--- config.mk ---
export PLATFORM = sky130hd
export DESIGN_NAME = gpp_ports
export DESIGN_NICKNAME = d
export VERILOG_FILES = /design/src/include/gpp_pkg.sv /design/src/verilog/gpp_pin_sync.sv /design/src/verilog/gpp_ports.sv
export VERILOG_INCLUDE_DIRS = /design/src /design/src/include
export SDC_FILE = /design/constraint.sdc
export NUM_CORES = 1
export LEC_CHECK = 0
export ABC_AREA = 1
export BUFFER_PORTS_ARGS = -buffer_cell sky130_fd_sc_hd__buf_2
export CORE_UTILIZATION = 46
export CTS_BUF_LIST = sky130_fd_sc_hd__clkbuf_4
export CTS_CLUSTER_SIZE = 10
export DETAILED_ROUTE_END_ITERATION = 12
export PLACE_DENSITY = 0.84
export SYNTH_ARGS = -nofsm -noshare
export SYNTH_HDL_FRONTEND = slang
export SYNTH_HIERARCHICAL = 1
export SYNTH_SLANG_ARGS = --single-unit
--- constraint.sdc ---
create_clock -name mclk -period 0.8 [get_ports mclk]
set_input_delay 0 -clock mclk [delete_from_list [all_inputs] [get_ports mclk]]
set_output_delay 0 -clock mclk [all_outputs]
set_load 0.03 [all_outputs]
--- src/include/gpp_defs.svh ---
// Constants for the port three and port four general-purpose I/O block
`ifndef GPP_DEFS_SVH
`define GPP_DEFS_SVH
`define GPP_P3_WIDTH 3
`define GPP_P4_WIDTH 8
`define GPP_P3_DIR_RST 3'h7
`define GPP_P4_DIR_RST 8'hFF
`define GPP_P3_PU_RST 3'h0
`define GPP_P4_PU_RST 8'h00
`define GPP_P4_OD_RST 2'h0
`define GPP_P3_LAT_RST 3'h0
`define GPP_P4_LAT_RST 8'h00
`define GPP_P4_OD_LO 2
`define GPP_P4_OD_HI 3
`define GPP_P4_TOOL_A 0
`define GPP_P4_TOOL_B 1
`endif

--- src/include/gpp_pkg.sv ---
// Types for the port three and port four general-purpose I/O block
`default_nettype none
package gpp_pkg;
  typedef enum logic [1:0] {
    GPP_TOOL_NONE,
    GPP_TOOL_ONE_LINE,
    GPP_TOOL_TWO_LINE
  } gpp_tool_mode_t;
  typedef logic [2:0] gpp_p3_t;
  typedef logic [7:0] gpp_p4_t;
endpackage : gpp_pkg
`default_nettype wire

--- src/verilog/gpp_pin_sync.sv ---
// Two-stage pin input synchroniser, parameterised width
`default_nettype none
module gpp_pin_sync #(
  parameter int WIDTH = 8
) (
  input wire logic mclk,
  input wire logic srst,
  input wire logic clk_en,
  input wire logic [WIDTH-1:0] pin_in,
  output logic [WIDTH-1:0] pin_sync
);
  logic [WIDTH-1:0] stage_one;

  // First stage feeds only the second stage
  always_ff @(posedge mclk) begin
    if (srst) begin
      stage_one <= '0;
      pin_sync <= '0;
    end else if (clk_en) begin
      stage_one <= pin_in;
      pin_sync <= stage_one;
    end
  end
endmodule : gpp_pin_sync
`default_nettype wire

--- src/verilog/gpp_ports.sv ---
// Port three and port four general-purpose I/O logic with shared functions
//
// Behaviour
// Port three: output latch per pin, per-pin direction bit.
// Port three input pins get pull-up when select bit set.
// Reset forces all port three pins to input.
// Port three pins feed interrupts, chip select, timers, stop output.
// Software keeps port three timer output bits at zero for plain I/O.
// Port four: output latch per pin, per-pin direction bit.
// Port four input pins get pull-up when select bit set.
// Port four pins 2 and 3 can be open-drain individually.
// Reset forces all port four pins to input.
// Port four pins feed interrupts, serial, tool lines, timers.
// Tool connected: no pull-up on port four pins 0 and 1.
// Tool connected: port four pin 0 belongs to tool, not port.
// One-line tool mode: port four pin 1 stays a port pin.
// Two-line tool mode: port four pin 1 is tool line b.
// Software keeps port four timer output bits at zero for plain I/O.
// Software picks the port for dual-port functions via select registers.
// Pull-up applies only while the pin is an input.
// Data read gives pin level for inputs, latch for outputs.
`include "gpp_defs.svh"
`default_nettype none
module gpp_ports (
  input wire logic mclk,
  input wire logic srst,
  input wire logic clk_en,
  // Port three software registers
  input wire logic port_three_data_wr,
  input wire gpp_pkg::gpp_p3_t port_three_data_wdata,
  input wire logic port_three_direction_wr,
  input wire gpp_pkg::gpp_p3_t port_three_direction_wdata,
  input wire logic port_three_pullup_select_wr,
  input wire gpp_pkg::gpp_p3_t port_three_pullup_select_wdata,
  output gpp_pkg::gpp_p3_t port_three_data_rdata,
  output gpp_pkg::gpp_p3_t port_three_direction,
  output gpp_pkg::gpp_p3_t port_three_pullup_select,
  // Port four software registers
  input wire logic port_four_data_wr,
  input wire gpp_pkg::gpp_p4_t port_four_data_wdata,
  input wire logic port_four_direction_wr,
  input wire gpp_pkg::gpp_p4_t port_four_direction_wdata,
  input wire logic port_four_pullup_select_wr,
  input wire gpp_pkg::gpp_p4_t port_four_pullup_select_wdata,
  input wire logic port_four_open_drain_select_wr,
  input wire logic [1:0] port_four_open_drain_select_wdata,
  output gpp_pkg::gpp_p4_t port_four_data_rdata,
  output gpp_pkg::gpp_p4_t port_four_direction,
  output gpp_pkg::gpp_p4_t port_four_pullup_select,
  output logic [1:0] port_four_open_drain_select,
  // Debug tool state and tool line b drive from the debug unit
  input wire gpp_pkg::gpp_tool_mode_t tool_mode,
  input wire logic debug_tool_line_b_out,
  input wire logic debug_tool_line_b_oe,
  output logic debug_tool_line_a_in,
  output logic debug_tool_line_b_in,
  // Alternate output functions (already steered by the select registers)
  input wire gpp_pkg::gpp_p3_t p3_alt_out,
  input wire gpp_pkg::gpp_p3_t p3_alt_en,
  input wire gpp_pkg::gpp_p4_t p4_alt_out,
  input wire gpp_pkg::gpp_p4_t p4_alt_en,
  // Synchronised pin levels to interrupt, serial and timer inputs
  output gpp_pkg::gpp_p3_t p3_func_in,
  output gpp_pkg::gpp_p4_t p4_func_in,
  // Pads
  input wire gpp_pkg::gpp_p3_t p3_pin_in,
  output gpp_pkg::gpp_p3_t p3_pin_out,
  output gpp_pkg::gpp_p3_t p3_pin_oe,
  output gpp_pkg::gpp_p3_t p3_pullup_en,
  input wire gpp_pkg::gpp_p4_t p4_pin_in,
  output gpp_pkg::gpp_p4_t p4_pin_out,
  output gpp_pkg::gpp_p4_t p4_pin_oe,
  output gpp_pkg::gpp_p4_t p4_pullup_en
);
  import gpp_pkg::*;

  gpp_p3_t p3_latch;
  gpp_p4_t p4_latch;
  gpp_p3_t p3_sync;
  gpp_p4_t p4_sync;
  logic tool_on;
  logic two_line;
  gpp_p4_t tool_owned;
  gpp_p4_t pu_block;
  gpp_p4_t od_mask;
  gpp_p3_t p3_drive_val;
  gpp_p4_t p4_drive_val;
  gpp_p3_t next_p3_rd;
  logic [7:0] p3_rd_wide;
  gpp_p4_t next_p4_rd;

  // Read value: pin for inputs, latch for outputs
  function automatic logic [7:0] read_mux(input logic [7:0] dir,
                                          input logic [7:0] pin,
                                          input logic [7:0] lat);
    read_mux = (dir & pin) | (~dir & lat);
  endfunction : read_mux

  // Pin synchronisers for both ports
  gpp_pin_sync #(.WIDTH(`GPP_P3_WIDTH)) u_sync3 (
    .mclk(mclk),
    .srst(srst),
    .clk_en(clk_en),
    .pin_in(p3_pin_in),
    .pin_sync(p3_sync)
  );
  gpp_pin_sync #(.WIDTH(`GPP_P4_WIDTH)) u_sync4 (
    .mclk(mclk),
    .srst(srst),
    .clk_en(clk_en),
    .pin_in(p4_pin_in),
    .pin_sync(p4_sync)
  );

  // Port three registers
  always_ff @(posedge mclk) begin
    if (srst) begin
      p3_latch <= `GPP_P3_LAT_RST;
      port_three_direction <= `GPP_P3_DIR_RST;
      port_three_pullup_select <= `GPP_P3_PU_RST;
    end else if (clk_en) begin
      if (port_three_data_wr)
        p3_latch <= port_three_data_wdata;
      if (port_three_direction_wr)
        port_three_direction <= port_three_direction_wdata;
      if (port_three_pullup_select_wr)
        port_three_pullup_select <= port_three_pullup_select_wdata;
    end
  end

  // Port four registers
  always_ff @(posedge mclk) begin
    if (srst) begin
      p4_latch <= `GPP_P4_LAT_RST;
      port_four_direction <= `GPP_P4_DIR_RST;
      port_four_pullup_select <= `GPP_P4_PU_RST;
      port_four_open_drain_select <= `GPP_P4_OD_RST;
    end else if (clk_en) begin
      if (port_four_data_wr)
        p4_latch <= port_four_data_wdata;
      if (port_four_direction_wr)
        port_four_direction <= port_four_direction_wdata;
      if (port_four_pullup_select_wr)
        port_four_pullup_select <= port_four_pullup_select_wdata;
      if (port_four_open_drain_select_wr)
        port_four_open_drain_select <= port_four_open_drain_select_wdata;
    end
  end

  // Tool ownership of port four pins 0 and 1
  assign tool_on = (tool_mode != GPP_TOOL_NONE);
  assign two_line = (tool_mode == GPP_TOOL_TWO_LINE);
  assign tool_owned = {6'h00, two_line, tool_on};
  assign pu_block = {6'h00, tool_on, tool_on};
  assign od_mask = {4'h0, port_four_open_drain_select, 2'h0};

  // Drive values: alternate function overrides the latch when enabled
  assign p3_drive_val = (p3_alt_en & p3_alt_out) | (~p3_alt_en & p3_latch);
  assign p4_drive_val = (p4_alt_en & p4_alt_out) | (~p4_alt_en & p4_latch);

  // Port three pad control
  assign p3_pin_out = p3_drive_val;
  assign p3_pin_oe = ~port_three_direction | p3_alt_en;
  assign p3_pullup_en = port_three_pullup_select
                        & port_three_direction;

  // Port four pad control; open-drain pins drive only low
  assign p4_pin_out = tool_owned[`GPP_P4_TOOL_B] ?
                      {p4_drive_val[7:2], debug_tool_line_b_out, 1'b0}
                      : (p4_drive_val & ~tool_owned);
  assign p4_pin_oe = ((~port_four_direction | p4_alt_en) & ~tool_owned
                      & ~(od_mask & p4_drive_val))
                     | (tool_owned & {6'h00, debug_tool_line_b_oe, 1'b0})
                     ;
  assign p4_pullup_en = port_four_pullup_select & port_four_direction
                        & ~pu_block & ~tool_owned;

  // Shared inputs to interrupt, serial, timer and tool logic
  assign p3_func_in = p3_sync;
  assign p4_func_in = p4_sync & ~tool_owned;
  assign debug_tool_line_a_in = p4_sync[`GPP_P4_TOOL_A];
  assign debug_tool_line_b_in = p4_sync[`GPP_P4_TOOL_B];

  // Registered data reads
  assign p3_rd_wide = read_mux({5'h00, port_three_direction},
                               {5'h00, p3_sync},
                               {5'h00, p3_latch});
  assign next_p3_rd = p3_rd_wide[2:0];
  assign next_p4_rd = read_mux(port_four_direction, p4_sync, p4_latch)
                      & ~tool_owned;

  always_ff @(posedge mclk) begin
    if (srst) begin
      port_three_data_rdata <= '0;
      port_four_data_rdata <= '0;
    end else if (clk_en) begin
      port_three_data_rdata <= next_p3_rd;
      port_four_data_rdata <= next_p4_rd;
    end
  end

  // Assertions
  property p_p3_reset_input;
    @(posedge mclk) srst |=> (port_three_direction == 3'h7);
  endproperty
  a_p3_reset_input: assert property (p_p3_reset_input)
    else $error("port three not input after reset");

  property p_p4_reset_input;
    @(posedge mclk) srst |=> (port_four_direction == 8'hFF
      && (p4_pin_oe[7:2] & ~p4_alt_en[7:2]) == 6'h00);
  endproperty
  a_p4_reset_input: assert property (p_p4_reset_input)
    else $error("port four not input after reset");

  property p_p3_latch_write;
    @(posedge mclk) disable iff (srst)
      (clk_en && port_three_data_wr && p3_alt_en == 3'h0)
      |=> (p3_pin_out == $past(port_three_data_wdata));
  endproperty
  a_p3_latch_write: assert property (p_p3_latch_write)
    else $error("port three latch not driven");

  property p_p3_pullup_only_input;
    @(posedge mclk) disable iff (srst)
      (p3_pullup_en & ~port_three_direction) == 3'h0;
  endproperty
  a_p3_pullup_only_input: assert property (p_p3_pullup_only_input)
    else $error("port three pull-up on output pin");

  property p_p4_pullup_select;
    @(posedge mclk) disable iff (srst)
      (clk_en && port_four_pullup_select_wr && !tool_on
       && port_four_direction == 8'hFF)
      |=> (p4_pullup_en == $past(port_four_pullup_select_wdata))
          || $changed(tool_mode) || $changed(port_four_direction);
  endproperty
  a_p4_pullup_select: assert property (p_p4_pullup_select)
    else $error("port four pull-up does not follow select");

  property p_tool_no_pullup;
    @(posedge mclk) disable iff (srst)
      tool_on |-> (p4_pullup_en[1:0] == 2'h0);
  endproperty
  a_tool_no_pullup: assert property (p_tool_no_pullup)
    else $error("pull-up on tool pins");

  property p_tool_a_owned;
    @(posedge mclk) disable iff (srst)
      tool_on |-> (!p4_pin_oe[0] && !p4_func_in[0]);
  endproperty
  a_tool_a_owned: assert property (p_tool_a_owned)
    else $error("pin 0 used as port under tool");

  property p_one_line_port;
    @(posedge mclk) disable iff (srst)
      (tool_mode == GPP_TOOL_ONE_LINE && !port_four_direction[1]
       && !p4_alt_en[1]) |-> (p4_pin_oe[1] && p4_pin_out[1] == p4_latch[1]);
  endproperty
  a_one_line_port: assert property (p_one_line_port)
    else $error("pin 1 not a port in one-line mode");

  property p_two_line_tool;
    @(posedge mclk) disable iff (srst)
      two_line |-> (p4_pin_oe[1] == debug_tool_line_b_oe);
  endproperty
  a_two_line_tool: assert property (p_two_line_tool)
    else $error("pin 1 not tool line in two-line mode");

  property p_open_drain;
    @(posedge mclk) disable iff (srst)
      (port_four_open_drain_select[0] && p4_drive_val[2]) |-> !p4_pin_oe[2];
  endproperty
  a_open_drain: assert property (p_open_drain)
    else $error("open-drain pin drives high");

  property p_read_input;
    @(posedge mclk) disable iff (srst)
      (clk_en && port_three_direction[0])
      |=> (port_three_data_rdata[0] == $past(p3_sync[0]));
  endproperty
  a_read_input: assert property (p_read_input)
    else $error("port three read mismatch");

  c_tool_two: cover property (@(posedge mclk) two_line);
  c_od_low: cover property (@(posedge mclk) p4_pin_oe[3] && od_mask[3]);
  c_p3_out: cover property (@(posedge mclk) p3_pin_oe == 3'h7);
endmodule : gpp_ports
`default_nettype wire

==> results.cfg, run 1 <==
[run_status]
outcome = aborted with a tool error
stop_stage = global routing (5_1_grt)
stop_error = [ERROR GRT-0232] Routing congestion too high. Check the congestion heatmap in the GUI.

[floorplanning]
die_w_um = 83.15
die_h_um = 83.15
io_pins = 163
rows = 29
start_util_pct = 47.70

[global_route]
grt_max_degree = 31
grt_overflow = 473
track_usage_pct = 93.34

[clocking]
clock-root-buffer = clkbuf_4
cts.sinks = 68
clk_path_buf_depth = 2
htreeDepth = 3
cts_made_buffers = 9

[synth]
ys_warn_count = 6
synth_top_area_cell = dfxtp_1
seq_area_frac_synth_pct = 44.94
ys_ff_latch = 68
synth_top_area_share_pct = 44.94
synth_area_leaders = dfxtp_1 (45%), nand2_1 (15%), nor2_1 (12%)
syn_inst = 459
synth_cell_types = 15
syn_area_um2 = 3029
avgSynthCellArea_um2 = 6.599
syn-num-nets = 541

[placed_design]
io_buffer_count = 162
post-place-ws_ns = -0.1111
globalplace.congestion = 0.8803
place.detailed.hpwl_um = 6367
dpl-instance-area_um2 = 4253

[timing]
worst_endpoint = p4_pin_oe[4]
worstEndpointType = output port
-- synth_stat cells (all sizes together) --
| cell | n |
|---|---|
| a21oi | 18 |
| a31oi | 2 |
| buf | 13 |
| clkbuf | 1 |
| dfxtp | 68 |
| inv | 76 |
| nand2 | 124 |
| nand3 | 13 |
| nor2 | 96 |
| o211ai | 11 |
| o21ai | 32 |
| or2 | 5 |
-- what timing repair did --
item | 4_1_cts
gates resized for setup | 268
hold buffers | 53
pin swaps | 17
endpoints found under the setup margin | 84
cloned | 0
buffers inserted | 30
endpoints found under the hold margin | 48
-- stage by stage --
stage	util (%)	hold WS (ns)	std cells
4_1_cts	91.45	-0.01271	809
3_5_place_dp	66.98	0.2216	710
3_3_place_gp	66.98	0.2152	710
2_1_floorplan	-	0.07155	459
-- logic make-up after synthesis --
group	count (synthesis)	share of synthesized area [%]
buffers and inverters	90	13.05
AOI/OAI and AO/OA	63	11.40
and+or+nand+nor	238	30.61
DFF	68	44.94
-- routing by layer --
layer  GRT usage, %  GRT overflow
met5          6.061             0
met4          107.2           109
met3          65.61             4
met2          124.6           360
met1          86.17             0
==> inputs of run 2 (changes only) <==
--- a/config.mk
+++ b/config.mk
@@ -8,11 +8,9 @@
 export LEC_CHECK = 0
 export ABC_AREA = 1
 export BUFFER_PORTS_ARGS = -buffer_cell sky130_fd_sc_hd__buf_2
-export CORE_UTILIZATION = 46
-export CTS_BUF_LIST = sky130_fd_sc_hd__clkbuf_4
-export CTS_CLUSTER_SIZE = 10
+export CORE_UTILIZATION = 40
 export DETAILED_ROUTE_END_ITERATION = 12
-export PLACE_DENSITY = 0.84
+export PLACE_DENSITY_LB_ADDON = 0.15
 export SYNTH_ARGS = -nofsm -noshare
 export SYNTH_HDL_FRONTEND = slang
 export SYNTH_HIERARCHICAL = 1
==> run 2 against run 1 <==
Net effect:
- synthesized cell count is the same
- area after synthesis unchanged
- the flow now finishes, with violations (setup timing)
==> results.cfg, run 2 <==
[routing]
drtAntennaViolNets = 0
wl_um = 13760
drc = 0
first_pass_iters = 5
drtIter0Drc = 226
vias_per_cell = 4.978
vias = 4127
wl_per_cell_um = 16.59

[worst_setup_path]
arrival_ns = 1.13
worstSetupPathType = flop to primary output
critPathLaunchType = flop
cp.required_ns = 0.80
cp_max_fo = 3
critPathCaptureType = primary output

[synth]
syn_inst = 459
ys.flop_type = dfxtp_1
post-synth-top-count-cell = nand2_1
syn-num-nets = 541
seq_area_frac_synth_pct = 44.94
synth_area_leaders = dfxtp_1 (45%), nand2_1 (15%), nor2_1 (12%)
synth.top_cells.by_count = nand2_1 (124), nor2_1 (94), inv_1 (76)
synth_top_area_cell = dfxtp_1
ys_ff_latch = 68
synth_cell_types = 15
ys_warn_count = 6
syn_area_um2 = 3029
synth_edf_count = 0
avgSynthCellArea_um2 = 6.599
synth_top_area_share_pct = 44.94
synthArstFlopShare_pct = 0

[pwr]
p_per_area_nw_per_um2 = 1600
ir_drop_v = 0.001235
switching_share_pct = 32.36
internal-power_uw = 6566
power_frac_seq_pct = 39.7
power_frac_comb_pct = 31.3
cellLeakagePower_uw = 0.003096
power_frac_clock_pct = 29.0
p_switching_uw = 3141

[clocking]
cts_tree = yes
htreeDepth = 3
clock-root-buffer = clkbuf_8
cts.sinks = 68
insertion_delay_ns = 0.35
clk_path_buf_depth = 2
clk_pin_slew_ns = 0.08
cts_made_buffers = 9

[floorplanning]
start_util_pct = 41.54
die_w_um = 89.02
die_h_um = 89.02
die-area_um2 = 7925
rows = 31
io_pins = 163
core_area_um2 = 7292

[timing]
worst_pin_slew_ns = 0.3204
slew_headroom_pct = 78.62
drv_slew = 0
period_needed_ns = 1.133
finalWorstSetupSlack_ns = -0.3329
final_hold_viol_count = 0
timing.fmax_mhz = 882.7
setup_viol = 98
rsz0062_at_grt = yes
period_share_pct = 141.6
fin_skew_ns = 0.009172

[global_route]
grt_overflow = 0
grt_pass1_wl_um = 17060
grt_pass1_vias = 3669
antenna_found_initial = 1
grt_max_degree = 28
track_usage_pct = 28.87

[final_layout]
antenna_cells = 0
finish.utilization_pct = 83.18
drive_above_1_share_pct = 52.60
layout.nets = 807
fin_area_um2 = 6066
fillers = 429
final_cell_mix = buf_6 (109), nand2_1 (95), nor2_1 (89), buf_2 (81), dlygate4sd3_1 (49)
area_growth_pct = 100.2
final_common_cell = buf_6

[placed_design]
io_buffer_count = 162
globalplace.congestion = 0.8394
place.detailed.hpwl_um = 6629
dpl-instance-area_um2 = 4223

[run_status]
outcome = complete, but fails checks
violations = setup timing

[worst_hold_path]
hp-class = input pin to flop

[run]
drv_cap = 0
[run 2: cell counts after synthesis]
No cell type changed its count.
[run 2: cells by family after synthesis]
logic type	synth area share, %
DFF	44.94
buffers and inverters	13.05
and+or+nand+nor	30.61
AOI/OAI and AO/OA	11.40
[run 2: path summary, 6_finish.rpt]
kind,start,endpoint,slack (ns),depth (start not counted)
max reg2reg,port_four_direction[0]$_SDFFE_PP1P_,port_four_data_rdata[0]$_SDFFE_PP0P_,-0.18,6
max,port_four_direction[6]$_SDFFE_PP1P_,p4_pin_oe[6],-0.33,3
min,srst,port_three_data_rdata[0]$_SDFFE_PP0P_,0.03,4
min reg2reg,u_sync4/stage_one[2]$_SDFFE_PP0P_,u_sync4/stage_one[2]$_SDFFE_PP0P_,0.47,2
[run 2: what timing repair did]
action                                 in CTS  in global routing
gates cloned                                0                  0
hold buffers                               49                  0
pin swaps                                  22                 23
endpoints found under the hold margin      46                  0
gates resized for setup                   263                 79
setup endpoints to repair                  83                103
setup buffers                              26                 10
[run 2: layout make-up]
type | count | area, um^2 | share of cell area (%)
Sequential cell | 68 | 1490 | 24.57
Clock buffer | 14 | 152.6 | 2.516
Clock inverter | 2 | 35.03 | 0.5776
Inverter | 76 | 307.8 | 5.074
Multi-Input combinational cell | 301 | 1583 | 26.09
Tap cell | 99 | 123.9 | 2.042
Timing Repair Buffer | 269 | 2374 | 39.13
[run 2: through the flow]
step | cells | power, uW | TNS [ns] | hold WS, ns | setup WS, ns
finish | 829 | 9707 | -12.62 | 0.02611 | -0.3329
global route | 829 | 10140 | -16.09 | 0.05033 | -0.3654
CTS | 822 | 9332 | -10.97 | 0.006513 | -0.3476
detailed placement | 731 | 5814 | -1.342 | 0.2210 | -0.08802
global placement | 731 | 5779 | -0.7496 | 0.2197 | -0.05723
floorplan | 459 | 5090 | -0.09292 | 0.07155 | -0.09292
[run 2: power by group through the flow]
stage | Combinational [uW] | Sequential [uW] | Clock [uW]
floorplan | 970 | 4120 | 0
global placement | 1940 | 3840 | 0
detailed placement | 1960 | 3850 | 0
CTS | 2700 | 3830 | 2800
global route | 3220 | 3890 | 3040
finish | 3030 | 3860 | 2810
[run 2: routing by layer]
metal | GRT usage, % | part of all wire, % | up-vias
li1 | - | - | 1927
met1 | 32.08 | 37 | 1889
met2 | 52.31 | 50 | 232
met3 | 6.002 | 8.1 | 77
met4 | 14.57 | 4.9 | 2
met5 | 0 | 0.065 | -
[run 2: critical path, stage by stage (launching register included)]
cell     delay [ns]
dfxtp_4        0.39
inv_4          0.04
or2_4          0.22
buf_6          0.14
Power figures use the tool's default switching activity.
